<file path="config.mk">
export PLATFORM = sky130hd
export DESIGN_NAME = oas_addr_unit
export DESIGN_NICKNAME = d
export VERILOG_FILES = /design/src/oas_pkg.sv /design/src/oas_addr_unit.sv
export SDC_FILE = /design/constraint.sdc
export NUM_CORES = 1
export LEC_CHECK = 0
export BUFFER_PORTS_ARGS = -buffer_cell sky130_fd_sc_hd__buf_4
export CAP_MARGIN = 0
export CORE_MARGIN = 2
export CORE_UTILIZATION = 45
export CTS_CLUSTER_SIZE = 10
export DETAILED_ROUTE_END_ITERATION = 6
export MAX_ROUTING_LAYER = met4
export PLACE_DENSITY = 0.74
export SLEW_MARGIN = 20
export SYNTH_ARGS = -nofsm -noshare
export SYNTH_HDL_FRONTEND = slang
export SYNTH_SLANG_ARGS = --single-unit
</file>
<file path="constraint.sdc">
create_clock -name i_clk -period 23 [get_ports i_clk]
set_input_delay 6.9 -clock i_clk [delete_from_list [all_inputs] [get_ports i_clk]]
set_output_delay 6.9 -clock i_clk [all_outputs]
set_load 0.02 [all_outputs]
</file>
<file path="src/oas_pkg.sv">
// shared constants, types and register map of the operand address and stack unit
package oas_pkg;

  // =====================================================================
  // register map (printed offsets are indices; byte address is index * 4)
  localparam logic [7:0]  IDX_SLICE_FIRST  = 8'hd6;
  localparam logic [7:0]  IDX_SLICE_SECOND = 8'hd7;
  localparam logic [7:0]  IDX_STACK_HIGH   = 8'hd8;
  localparam logic [7:0]  IDX_STACK_LOW    = 8'hd9;
  localparam int          APB_AW           = 12;

  // =====================================================================
  // field layout and reset values
  localparam logic [3:0]  WR_PREFIX        = 4'hc;
  localparam int          WR_SEL_BIT       = 3;
  localparam int          SLICE_LSB        = 3;
  localparam logic [4:0]  SLICE_FIRST_RST  = 5'h18;
  localparam logic [4:0]  SLICE_SECOND_RST = 5'h19;
  localparam logic [7:0]  UPPER_SET_BASE   = 8'hc0;
  localparam logic [1:0]  CNT_ONE          = 2'h1;
  localparam logic [1:0]  CNT_TWO          = 2'h2;
  localparam logic [1:0]  CNT_THREE        = 2'h3;

  // =====================================================================
  // enumerations
  typedef enum logic [2:0] {
    CMD_EA, CMD_PUSH, CMD_POP, CMD_CALL, CMD_RET, CMD_INTR, CMD_INT_RET
  } oas_cmd_t;

  typedef enum logic [3:0] {
    MD_REG, MD_REG_IND, MD_PAIR_IND, MD_IDX_REG, MD_IDX_LONG, MD_IDX_SHORT,
    MD_ABS, MD_MEM_IND, MD_REL, MD_IMM_BYTE, MD_IMM_WORD
  } oas_mode_t;

  typedef enum logic [2:0] {
    SPC_REG_SET1, SPC_REG_SET2, SPC_PROG, SPC_EXT, SPC_VALUE
  } oas_space_t;

  typedef enum logic [2:0] {
    ST_IDLE, ST_FETCH_WAIT, ST_FETCH_CAP, ST_PUSH, ST_POP_RD, ST_POP_WAIT, ST_POP_CAP
  } oas_state_t;

  // =====================================================================
  // carriers
  typedef struct packed {
    oas_cmd_t    cmd;
    oas_mode_t   mode;
    logic        ext;
    logic [7:0]  opnd;
    logic [15:0] word;
    logic [15:0] base;
    logic [7:0]  data;
    logic [15:0] pc;
    logic [7:0]  flags;
  } oas_req_t;

  typedef struct packed {
    logic        valid;
    oas_space_t  space;
    logic [15:0] addr;
    logic [15:0] value;
    logic        pc_load;
    logic [15:0] pc;
    logic        flags_load;
    logic [7:0]  flags;
    logic        data_load;
    logic [7:0]  data;
  } oas_res_t;

  typedef struct packed {
    logic        we;
    logic        re;
    logic [15:0] addr;
    logic [7:0]  wdata;
  } oas_stk_t;

  typedef struct packed {
    logic        re;
    logic [15:0] addr;
  } oas_pm_t;

endpackage

</file>
<file path="src/oas_addr_unit.sv">
// operand address generation, working register decode and system stack engine
//
// Notes on behaviour
// - upper nibble 1100 means working register
// - bit 3 picks pointer; five plus three bits
// - call pushes pc, return pops it
// - interrupt pushes pc and flags; return pops
// - decrement before push, increment after pop
// - sixteen-bit pointer split high/low registers
// - stack pointer has no reset value
// - low byte wrap carries into high byte
// - indirect: register contents form operand address
// - indirect never reaches upper set one
// - indexed never reaches upper set one
// - register index: base plus working offset
// - memory index: pair base plus offset
// - short memory offset is sign extended
// - indexed register form only via load
// - absolute mode carries full sixteen bits
// - memory indirect: zero-extend, fetch byte pair
// - relative: next pc plus signed byte
// - immediate value from operand field
// - reset pointers select common block C0H-CFH
//
// Decided for this implementation: the APB interface to the registers.
module oas_addr_unit (
  input  wire logic                  i_clk,
  input  wire logic                  i_rst,
  input  wire logic                  i_ce,
  input  wire logic                  i_psel,
  input  wire logic                  i_penable,
  input  wire logic                  i_pwrite,
  input  wire logic [11:0]           i_paddr,
  input  wire logic [31:0]           i_pwdata,
  output logic      [31:0]           o_prdata,
  output logic                       o_pready,
  output logic                       o_pslverr,
  input  wire logic                  i_req_valid,
  input  wire oas_pkg::oas_req_t     i_req,
  output logic                       o_req_ready,
  output oas_pkg::oas_res_t          o_res,
  output oas_pkg::oas_stk_t          o_stk,
  input  wire logic [7:0]            i_stk_rdata,
  output oas_pkg::oas_pm_t           o_pm,
  input  wire logic [7:0]            i_pm_rdata
);
  import oas_pkg::*;

  // =====================================================================
  // declarations
  localparam logic [11:0] ADDR_SLICE_FIRST  = {2'b00, IDX_SLICE_FIRST, 2'b00};
  localparam logic [11:0] ADDR_SLICE_SECOND = {2'b00, IDX_SLICE_SECOND, 2'b00};
  localparam logic [11:0] ADDR_STACK_HIGH   = {2'b00, IDX_STACK_HIGH, 2'b00};
  localparam logic [11:0] ADDR_STACK_LOW    = {2'b00, IDX_STACK_LOW, 2'b00};

  logic [4:0]  slice_pointer_first;
  logic [4:0]  slice_pointer_second;
  logic [7:0]  stack_pointer_high;
  logic [7:0]  stack_pointer_low;
  logic [15:0] sp_word;
  logic [15:0] sp_minus;
  logic [15:0] sp_plus;
  logic        sp_dec;
  logic        sp_inc;

  logic        apb_setup;
  logic        apb_access;
  logic        apb_hit;
  logic        apb_wr;
  logic [31:0] next_prdata;

  oas_state_t  state;
  oas_cmd_t    cur_cmd;
  logic [1:0]  cnt;
  logic [1:0]  idx;
  logic [7:0]  push_buf [3];
  logic [23:0] pop_sr;
  logic [23:0] next_pop_sr;
  logic [15:0] tgt;
  logic        fetch_lo;

  oas_space_t  ea_space;
  logic [15:0] ea_addr;
  logic [15:0] ea_value;
  logic [7:0]  ea_sum8;
  logic [3:0]  wr_nib;
  logic [4:0]  wr_slice;

  // =====================================================================
  // apb slave, pready follows i_ce, so wait states only while i_ce is low
  assign apb_setup  = i_psel & ~i_penable;
  assign apb_access = i_psel & i_penable;
  assign apb_hit    = (i_paddr == ADDR_SLICE_FIRST) || (i_paddr == ADDR_SLICE_SECOND) ||
                      (i_paddr == ADDR_STACK_HIGH) || (i_paddr == ADDR_STACK_LOW);
  assign apb_wr     = apb_access & i_pwrite & apb_hit & i_ce;
  assign o_pready   = i_ce;
  assign o_pslverr  = apb_access & ~apb_hit;

  always_comb
  begin
    next_prdata = 32'h0000_0000;
    unique case (i_paddr)
      ADDR_SLICE_FIRST:  next_prdata[7:0] = {slice_pointer_first, 3'b000};
      ADDR_SLICE_SECOND: next_prdata[7:0] = {slice_pointer_second, 3'b000};
      ADDR_STACK_HIGH:   next_prdata[7:0] = stack_pointer_high;
      ADDR_STACK_LOW:    next_prdata[7:0] = stack_pointer_low;
      default:           next_prdata = 32'h0000_0000;
    endcase
  end

  // read data sampled in the setup phase so it comes from a flip-flop
  always_ff @(posedge i_clk or posedge i_rst)
  begin
    if (i_rst)
      o_prdata <= 32'h0000_0000;
    else if (i_ce && apb_setup && !i_pwrite)
      o_prdata <= next_prdata;
  end

  // =====================================================================
  // slice pointers
  always_ff @(posedge i_clk or posedge i_rst)
  begin
    if (i_rst)
    begin
      slice_pointer_first  <= SLICE_FIRST_RST;
      slice_pointer_second <= SLICE_SECOND_RST;
    end
    else if (apb_wr && i_paddr == ADDR_SLICE_FIRST)
      slice_pointer_first <= i_pwdata[7:SLICE_LSB];
    else if (apb_wr && i_paddr == ADDR_SLICE_SECOND)
      slice_pointer_second <= i_pwdata[7:SLICE_LSB];
  end

  // =====================================================================
  // stack pointer: no reset, engine update wins over a software write
  assign sp_word  = {stack_pointer_high, stack_pointer_low};
  assign sp_minus = sp_word - 16'h0001;
  assign sp_plus  = sp_word + 16'h0001;
  assign sp_dec   = (state == ST_PUSH);
  assign sp_inc   = (state == ST_POP_RD);

  always_ff @(posedge i_clk)
  begin
    if (i_ce)
    begin
      if (sp_dec)
        {stack_pointer_high, stack_pointer_low} <= sp_minus;
      else if (sp_inc)
        {stack_pointer_high, stack_pointer_low} <= sp_plus;
      else if (apb_wr && i_paddr == ADDR_STACK_HIGH)
        stack_pointer_high <= i_pwdata[7:0];
      else if (apb_wr && i_paddr == ADDR_STACK_LOW)
        stack_pointer_low <= i_pwdata[7:0];
    end
  end

  // =====================================================================
  // effective address
  assign wr_nib   = i_req.opnd[3:0];
  assign wr_slice = wr_nib[WR_SEL_BIT] ? slice_pointer_second : slice_pointer_first;

  always_comb
  begin
    ea_space = SPC_REG_SET1;
    ea_addr  = 16'h0000;
    ea_value = 16'h0000;
    ea_sum8  = i_req.opnd + i_req.data;
    unique case (i_req.mode)
      MD_REG:
      begin
        if (i_req.opnd[7:4] == WR_PREFIX)
          ea_addr = {8'h00, wr_slice, wr_nib[2:0]};
        else
          ea_addr = {8'h00, i_req.opnd};
      end
      MD_REG_IND:
      begin
        ea_addr  = {8'h00, i_req.data};
        ea_space = (i_req.data >= UPPER_SET_BASE) ? SPC_REG_SET2 : SPC_REG_SET1;
      end
      MD_PAIR_IND:
      begin
        ea_addr  = i_req.base;
        ea_space = i_req.ext ? SPC_EXT : SPC_PROG;
      end
      MD_IDX_REG:
      begin
        ea_addr  = {8'h00, ea_sum8};
        ea_space = (ea_sum8 >= UPPER_SET_BASE) ? SPC_REG_SET2 : SPC_REG_SET1;
      end
      MD_IDX_LONG:
      begin
        ea_addr  = i_req.base + i_req.word;
        ea_space = i_req.ext ? SPC_EXT : SPC_PROG;
      end
      MD_IDX_SHORT:
      begin
        ea_addr  = i_req.base + {{8{i_req.opnd[7]}}, i_req.opnd};
        ea_space = i_req.ext ? SPC_EXT : SPC_PROG;
      end
      MD_ABS:
      begin
        ea_addr  = i_req.word;
        ea_space = i_req.ext ? SPC_EXT : SPC_PROG;
      end
      MD_MEM_IND:
      begin
        ea_addr  = {8'h00, i_req.opnd};
        ea_space = SPC_PROG;
      end
      MD_REL:
      begin
        ea_addr  = i_req.pc + {{8{i_req.opnd[7]}}, i_req.opnd};
        ea_space = SPC_PROG;
      end
      MD_IMM_BYTE:
      begin
        ea_value = {8'h00, i_req.opnd};
        ea_space = SPC_VALUE;
      end
      MD_IMM_WORD:
      begin
        ea_value = i_req.word;
        ea_space = SPC_VALUE;
      end
      default:
      begin
        ea_space = SPC_REG_SET1;
      end
    endcase
  end

  // =====================================================================
  // command sequencer
  assign o_req_ready = (state == ST_IDLE) & i_ce;
  assign next_pop_sr = {pop_sr[15:0], i_stk_rdata};

  always_ff @(posedge i_clk or posedge i_rst)
  begin
    if (i_rst)
    begin
      state       <= ST_IDLE;
      cur_cmd     <= CMD_EA;
      cnt         <= 2'h0;
      idx         <= 2'h0;
      push_buf[0] <= 8'h00;
      push_buf[1] <= 8'h00;
      push_buf[2] <= 8'h00;
      pop_sr      <= 24'h00_0000;
      tgt         <= 16'h0000;
      fetch_lo    <= 1'b0;
      o_res       <= '0;
      o_stk       <= '0;
      o_pm        <= '0;
    end
    else if (i_ce)
    begin
      o_res <= '0;
      o_stk <= '0;
      o_pm  <= '0;
      unique case (state)
        ST_IDLE:
        begin
          if (i_req_valid)
          begin
            cur_cmd     <= i_req.cmd;
            tgt         <= i_req.word;
            idx         <= 2'h0;
            push_buf[0] <= i_req.pc[7:0];
            push_buf[1] <= i_req.pc[15:8];
            push_buf[2] <= i_req.flags;
            unique case (i_req.cmd)
              CMD_EA:
              begin
                o_res.valid <= 1'b1;
                o_res.space <= ea_space;
                o_res.addr  <= ea_addr;
                o_res.value <= ea_value;
              end
              CMD_PUSH:
              begin
                push_buf[0] <= i_req.data;
                cnt         <= CNT_ONE;
                state       <= ST_PUSH;
              end
              CMD_CALL:
              begin
                cnt <= CNT_TWO;
                if (i_req.mode == MD_MEM_IND)
                begin
                  o_pm.re   <= 1'b1;
                  o_pm.addr <= {8'h00, i_req.opnd};
                  tgt       <= {8'h00, i_req.opnd};
                  fetch_lo  <= 1'b0;
                  state     <= ST_FETCH_WAIT;
                end
                else
                  state <= ST_PUSH;
              end
              CMD_INTR:
              begin
                cnt   <= CNT_THREE;
                state <= ST_PUSH;
              end
              CMD_POP:
              begin
                cnt   <= CNT_ONE;
                state <= ST_POP_RD;
              end
              CMD_RET:
              begin
                cnt   <= CNT_TWO;
                state <= ST_POP_RD;
              end
              CMD_INT_RET:
              begin
                cnt   <= CNT_THREE;
                state <= ST_POP_RD;
              end
              default:
              begin
                state <= ST_IDLE;
              end
            endcase
          end
        end
        ST_FETCH_WAIT:
        begin
          state <= ST_FETCH_CAP;
        end
        ST_FETCH_CAP:
        begin
          if (!fetch_lo)
          begin
            // high byte at the even address, low byte follows
            o_pm.re   <= 1'b1;
            o_pm.addr <= tgt + 16'h0001;
            tgt[15:8] <= i_pm_rdata;
            fetch_lo  <= 1'b1;
            state     <= ST_FETCH_WAIT;
          end
          else
          begin
            tgt[7:0] <= i_pm_rdata;
            state    <= ST_PUSH;
          end
        end
        ST_PUSH:
        begin
          o_stk.we    <= 1'b1;
          o_stk.addr  <= sp_minus;
          o_stk.wdata <= push_buf[idx];
          idx         <= idx + 2'h1;
          if (idx == cnt - 2'h1)
          begin
            o_res.valid   <= 1'b1;
            o_res.pc_load <= (cur_cmd != CMD_PUSH);
            o_res.pc      <= tgt;
            state         <= ST_IDLE;
          end
        end
        ST_POP_RD:
        begin
          o_stk.re   <= 1'b1;
          o_stk.addr <= sp_word;
          state      <= ST_POP_WAIT;
        end
        ST_POP_WAIT:
        begin
          state <= ST_POP_CAP;
        end
        ST_POP_CAP:
        begin
          pop_sr <= next_pop_sr;
          idx    <= idx + 2'h1;
          if (idx == cnt - 2'h1)
          begin
            o_res.valid      <= 1'b1;
            o_res.data_load  <= (cur_cmd == CMD_POP);
            o_res.data       <= next_pop_sr[7:0];
            o_res.pc_load    <= (cur_cmd != CMD_POP);
            o_res.pc         <= (cur_cmd == CMD_INT_RET) ? next_pop_sr[15:0] :
                                {next_pop_sr[15:8], next_pop_sr[7:0]};
            o_res.flags_load <= (cur_cmd == CMD_INT_RET);
            o_res.flags      <= next_pop_sr[23:16];
            state            <= ST_IDLE;
          end
          else
            state <= ST_POP_RD;
        end
        default:
        begin
          state <= ST_IDLE;
        end
      endcase
    end
  end

endmodule

</file>
### Word level (Yosys, flattened, before mapping)

Cells that the tools add are included.

| operators by class | value |
|---|---|
| bitwise gates (word level) | 11 |
| reduce and logical (&&, ||, !) cells | 38 |
| magnitude comparators | 3 |
| add/sub/neg operators | 9 |
| equality and inequality tests | 40 |
| multiplexer cells | 58 |

Operator list:

| kind | number |
|---|---|
| $pmux 16 s9 | 1 |
| $mux 8 | 14 |
| $pmux 16 s2 | 3 |
| $mux 17 | 5 |
| $mux 36 | 2 |
| $mux 35 | 2 |
| $pmux 17 s2 | 2 |
| $add 16x16->16 | 3 |
| $eq 12x10->1 const B | 4 |
| $mux 16 | 3 |
| $add 16x1->16 const B | 2 |
| $pmux 8 s4 | 1 |
| $eq 3x3->1 const B | 7 |
| $pmux 3 s7 | 1 |
| $mux 18 | 1 |
| $bmux 8 s2 | 1 |
| $eq 4x3->1 const B | 4 |
| $eq 4x4->1 const B | 4 |
| $ge 8x8->1 const B | 2 |
| $reduce_and 4->1 | 4 |
| $sub 16x1->16 const B | 1 |
| $eq 3x2->1 const B | 5 |
| $pmux 3 s5 | 1 |
| $reduce_or 2->1 | 7 |
| 36 further kinds | 79 |

| storage, ports and cells | value |
|---|---|
| word-level logic and storage cells | 191 |
| register bits | 215 |
| input port bits | 147 |

### Longest topological paths before layout

| depth | value |
|---|---|
| word-level depth | 11 |
| gate-level depth with buffers | 16 |

### Worst setup path before layout

No wires, ideal clock.

| timing | value |
|---|---|
| path type | input to output |
| start point | in i_paddr[1] |
| end point | out o_pslverr |
| arrival | 8.192 ns |
| stages | 4 |
| slack | 7.908 ns |
| cell sequence | or4b_1 nor4_1 o21ai_1 and3_1 |

| on the way | value |
|---|---|
| word-level cells in the longest chain between the ends | 6 |
| elaborated cells on any way between the ends | 9 |
| classes of those cells | eq/ne (4); bitwise (2); reduce/logical (3) |

Ends and longest elaborated chain:

| element | line | RTL |
|---|---|---|
| start: declaration | oas_addr_unit.sv:33 | `input wire logic [11:0] i_paddr,` |
| $eq 12x10->1 | oas_addr_unit.sv:93 | `assign apb_hit = (i_paddr == ADDR_SLICE_FIRST) \|\| (i_paddr == ADDR_SLICE_SECOND) \|\|` |
| $logic_or 1x1->1 (2 in series) | oas_addr_unit.sv:93 |  |
| $logic_or 1x1->1 (*) | oas_addr_unit.sv:94 | `(i_paddr == ADDR_STACK_HIGH) \|\| (i_paddr == ADDR_STACK_LOW);` |
| $not 1->1 (*) | oas_addr_unit.sv:97 | `assign o_pslverr = apb_access & ~apb_hit;` |
| $and 1x1->1 (*) | oas_addr_unit.sv:97 |  |
| end: declaration | oas_addr_unit.sv:37 | `output logic o_pslverr,` |

Mark *: on every way between the ends. The rest lies on a longest branch, timed or not.

### Worst setup path in the final report

Same ends and word-level chain as after synthesis.

==> results.sh <==
export IMPL_max_cap_viol_count=0
export IMPL_finalSetupViolCount=0
export IMPL_postCtsSetupBuffers=0
export IMPL_clock_skew_ns=0.0172
export IMPL_avgSynthCellArea_um2=9.05
export IMPL_htree_levels=1
export IMPL_die_y_um=174
export IMPL_rows=62
export IMPL_syn2layout_area_growth_pct=21.6
export IMPL_finalNetCount=1832
export IMPL_grt_max_degree=118
export IMPL_synth_edf_count=16
export IMPL_overflow=0
export IMPL_clk_path_buf_depth=3
export IMPL_crit_chain="buf_4, or4b_1, nor4_1, o21ai_1, and3_1, buf_4"
export IMPL_cts_hold_fix_buffers=0
export IMPL_die_w_um=174
export IMPL_worst_path_buf_inv=2
export IMPL_critPathRequiredTime_ns=16.10
export IMPL_coreArea_mm2=0.0286
export IMPL_grt_pass1_wl_mm=66.5
export IMPL_ant_nets=0
export IMPL_drc=0
export IMPL_cts_root_buffer="clkbuf_16"
export IMPL_synthArstFlopShare_pct=92.6
export IMPL_antenna_found_initial=6
export IMPL_synthFlopType="dfrtp_1"
export IMPL_gp_congestion=0.974
export IMPL_cts_resized=0
export IMPL_grt_usage_pct=28.6
export IMPL_hpwl_mm=31.7
export IMPL_worstSetupPathType="input pin to primary output"
export IMPL_critPathCaptureType="primary output"
export IMPL_grt_pass1_vias=11600
export IMPL_final_layout_size_suffix_gt1_share_pct=22.0
export IMPL_clock_latency_ns=0.54
export IMPL_slew_violations=0
export IMPL_worstPathMaxFanout=4
export IMPL_min_path_type="flop to flop"
export IMPL_cpPeakStageDelay_ns=0.50
export IMPL_crit_path_frequent_cell="buf_4"
export IMPL_syn_cell_area_mm2=0.0130
export IMPL_path_delay_family="simple AND/OR/NAND/NOR gates"
export IMPL_clock_sinks=215
export IMPL_tightest_slew_ns=1.18
export IMPL_rsz0062_at_grt="no"
export IMPL_drt_iter0_drc=1290
export IMPL_io_pins=296
export IMPL_crit_arrival_ns=8.54
export IMPL_drt_first_pass_iters=6
export IMPL_cts_buffers=26
export IMPL_synth_seq_cells=215
export IMPL_route_detailed_wl_per_inst_um=21.0
export IMPL_pre_cts_ws_ns=7.57
export IMPL_cts_clk_slew_worst_paths_ns=0.06
export IMPL_dieArea_mm2=0.0303
export IMPL_ys_warn_count=0
export IMPL_num_vias=12100
export IMPL_finalSetupTns_ns=0
export IMPL_yosys_cell_types_count=77
export IMPL_worstSetupStartpointType="input pin"
export IMPL_syn_inst=1439
export IMPL_start_util_pct=45.5
export IMPL_seq_area_frac_synth_pct=42.0
export IMPL_worst_slack_ns=7.56
export IMPL_finalHoldViolCount=0
export IMPL_portBuffers=247
export IMPL_cellPowerDensity_mw_per_mm2=90.1
export IMPL_status="finished, final reports clean"
export IMPL_cts_tree="yes"
export IMPL_period_share_pct=67.1
export IMPL_fin_crit_ns=15.44
export IMPL_max_freq_mhz=64.8
export IMPL_wl_mm=42.9
export IMPL_critPathSlowestCell="or4b_1"
export IMPL_leakagePower_nw=7.22
export IMPL_avgViaCountPerCell=5.91
export IMPL_relSlewSlack_pct=20.7
export IMPL_ir_drop_uv=60.9
## kinds of logic (layout without fill, tap and decap cells)
logic type | after synthesis | count (layout) | share of synthesized area, %
AO/OA/AOI/OAI | 429 | 429 | 21.9
XOR/XNOR | 46 | 46 | 3.09
adder cells (fa/ha/maj) | 47 | 47 | 4.69
buffers and inverters | 157 | 345 | 5.35
flip-flops | 215 | 215 | 42.0
multiplexers | 76 | 76 | 6.32
other | 1 | 30 | 0.0288
AND/OR/NAND/NOR | 468 | 468 | 16.7
## flip-flops by register name (all words and copies together) (netlist names)
signal and cells:
cnt 2, cur_cmd 3, fetch_lo 1, idx 2, o_pm 17, o_prdata 8
o_res 71, o_stk 26, pop_sr 16, push_buf 24, slice_pointer_first 5, slice_pointer_second 5
stack_pointer_high 8, stack_pointer_low 8, state 3, tgt 16
## through the flow
stage          util, %  power [mW]  instance area, um^2  std cells  hold slack (ns)
2_1_floorplan        -       0.871                13100       1462            0.447
3_3_place_gp      52.5        1.02                15000       1994            0.461
3_5_place_dp      52.5        1.04                15000       1994            0.463
4_1_cts           55.2        1.43                15800       2034            0.477
5_1_grt           55.3        1.51                15800       2040            0.493
6_report          55.3        1.43                15800       2040            0.473
## layer usage
metal / vias to the layer above / GRT usage [%] / routed length, um
li1: 5608 / - / -
met1: 5769 / 38.3 / 18100
met2: 570 / 42.7 / 19300
met3: 103 / 5.82 / 3620
met4: 0 / 11.5 / 1880
met5: - / - / 0
## tightest hold or removal path, delay by kind of cell (launching register included)
| family | cells | cell delay (ns) |
|---|---|---|
| flops | 1 | 0.34 |
| simple gates | 2 | 0.10 |
## path summary, 6_finish.rpt
check | startpoint | end | slack, ns | cells past startpoint
setup reg to reg | state[0]$_DFFE_PP0P_ | stack_pointer_low[5]$_DFFE_PP_ | 19.57 | 5
hold reg to reg | pop_sr[11]$_DFFE_PP0P_ | pop_sr[11]$_DFFE_PP0P_ | 0.47 | 2
min in group asynchronous | i_rst | o_stk[5]$_DFFE_PP0P_ | 6.56 | 2
setup / recovery | i_paddr[1] | o_pslverr | 7.56 | 6
max in group asynchronous | i_rst | state[1]$_DFFE_PP0P_ | 15.18 | 3
hold / removal | pop_sr[11]$_DFFE_PP0P_ | pop_sr[11]$_DFFE_PP0P_ | 0.47 | 2
## cells in the mapped netlist, types with 20 or more instances
cell type | n | share of area (%)
dfrtp_1 | 194 | 37
a21o_1 | 20 | 1.2
inv_1 | 46 | 1.3
a22o_1 | 34 | 2.3
xor2_1 | 20 | 1.3
buf_4 | 25 | 1.4
nor2_1 | 117 | 3.4
and3_1 | 20 | 0.96
ha_1 | 44 | 4.2
a22oi_1 | 24 | 1.4
nand2_1 | 187 | 5.4
mux2i_1 | 26 | 2.0
o2bb2ai_1 | 25 | 1.7
mux2_2 | 50 | 4.3
xnor2_1 | 26 | 1.7
nand3_1 | 29 | 1.1
nor3_1 | 32 | 1.2
clkbuf_1 | 71 | 2.0
a21oi_1 | 95 | 3.7
o21ai_0 | 97 | 3.7
## power by group
| group | leakage [nW] | internal, mW | total (mW) | switching (mW) |
|---|---|---|---|---|
| logic | 4.09 | 0.190 | 0.464 | 0.274 |
| clock network | 0.380 | 0.229 | 0.386 | 0.157 |
| registers | 2.75 | 0.473 | 0.577 | 0.103 |
## area by class of cell
| cell class | instances | area, um^2 |
|---|---|---|
| fill | 2589 | 12800 |
| multi-input combinational | 1090 | 6960 |
| sequential | 215 | 5470 |
| timing repair buffer | 259 | 1950 |
| clock buffer | 38 | 736 |
| tap | 384 | 480 |
| inverter | 46 | 180 |
| clock inverter | 2 | 46.3 |
| antenna | 6 | 15.0 |
## cells in the final DEF, fill, tap and decap left out, drive strengths merged, types with 20 or more instances in the layout
master	n
buf	259
dfrtp	194
nand2	187
nor2	118
o21ai	100
a21oi	96
mux2	50
inv	46
ha	44
clkbuf	38
a22o	34
nor3	33
nand3	29
mux2i	26
xnor2	26
o2bb2ai	25
a22oi	24
conb	24
and3	20
xor2	20
a21o	20
Power figures use the tool's default switching activity.
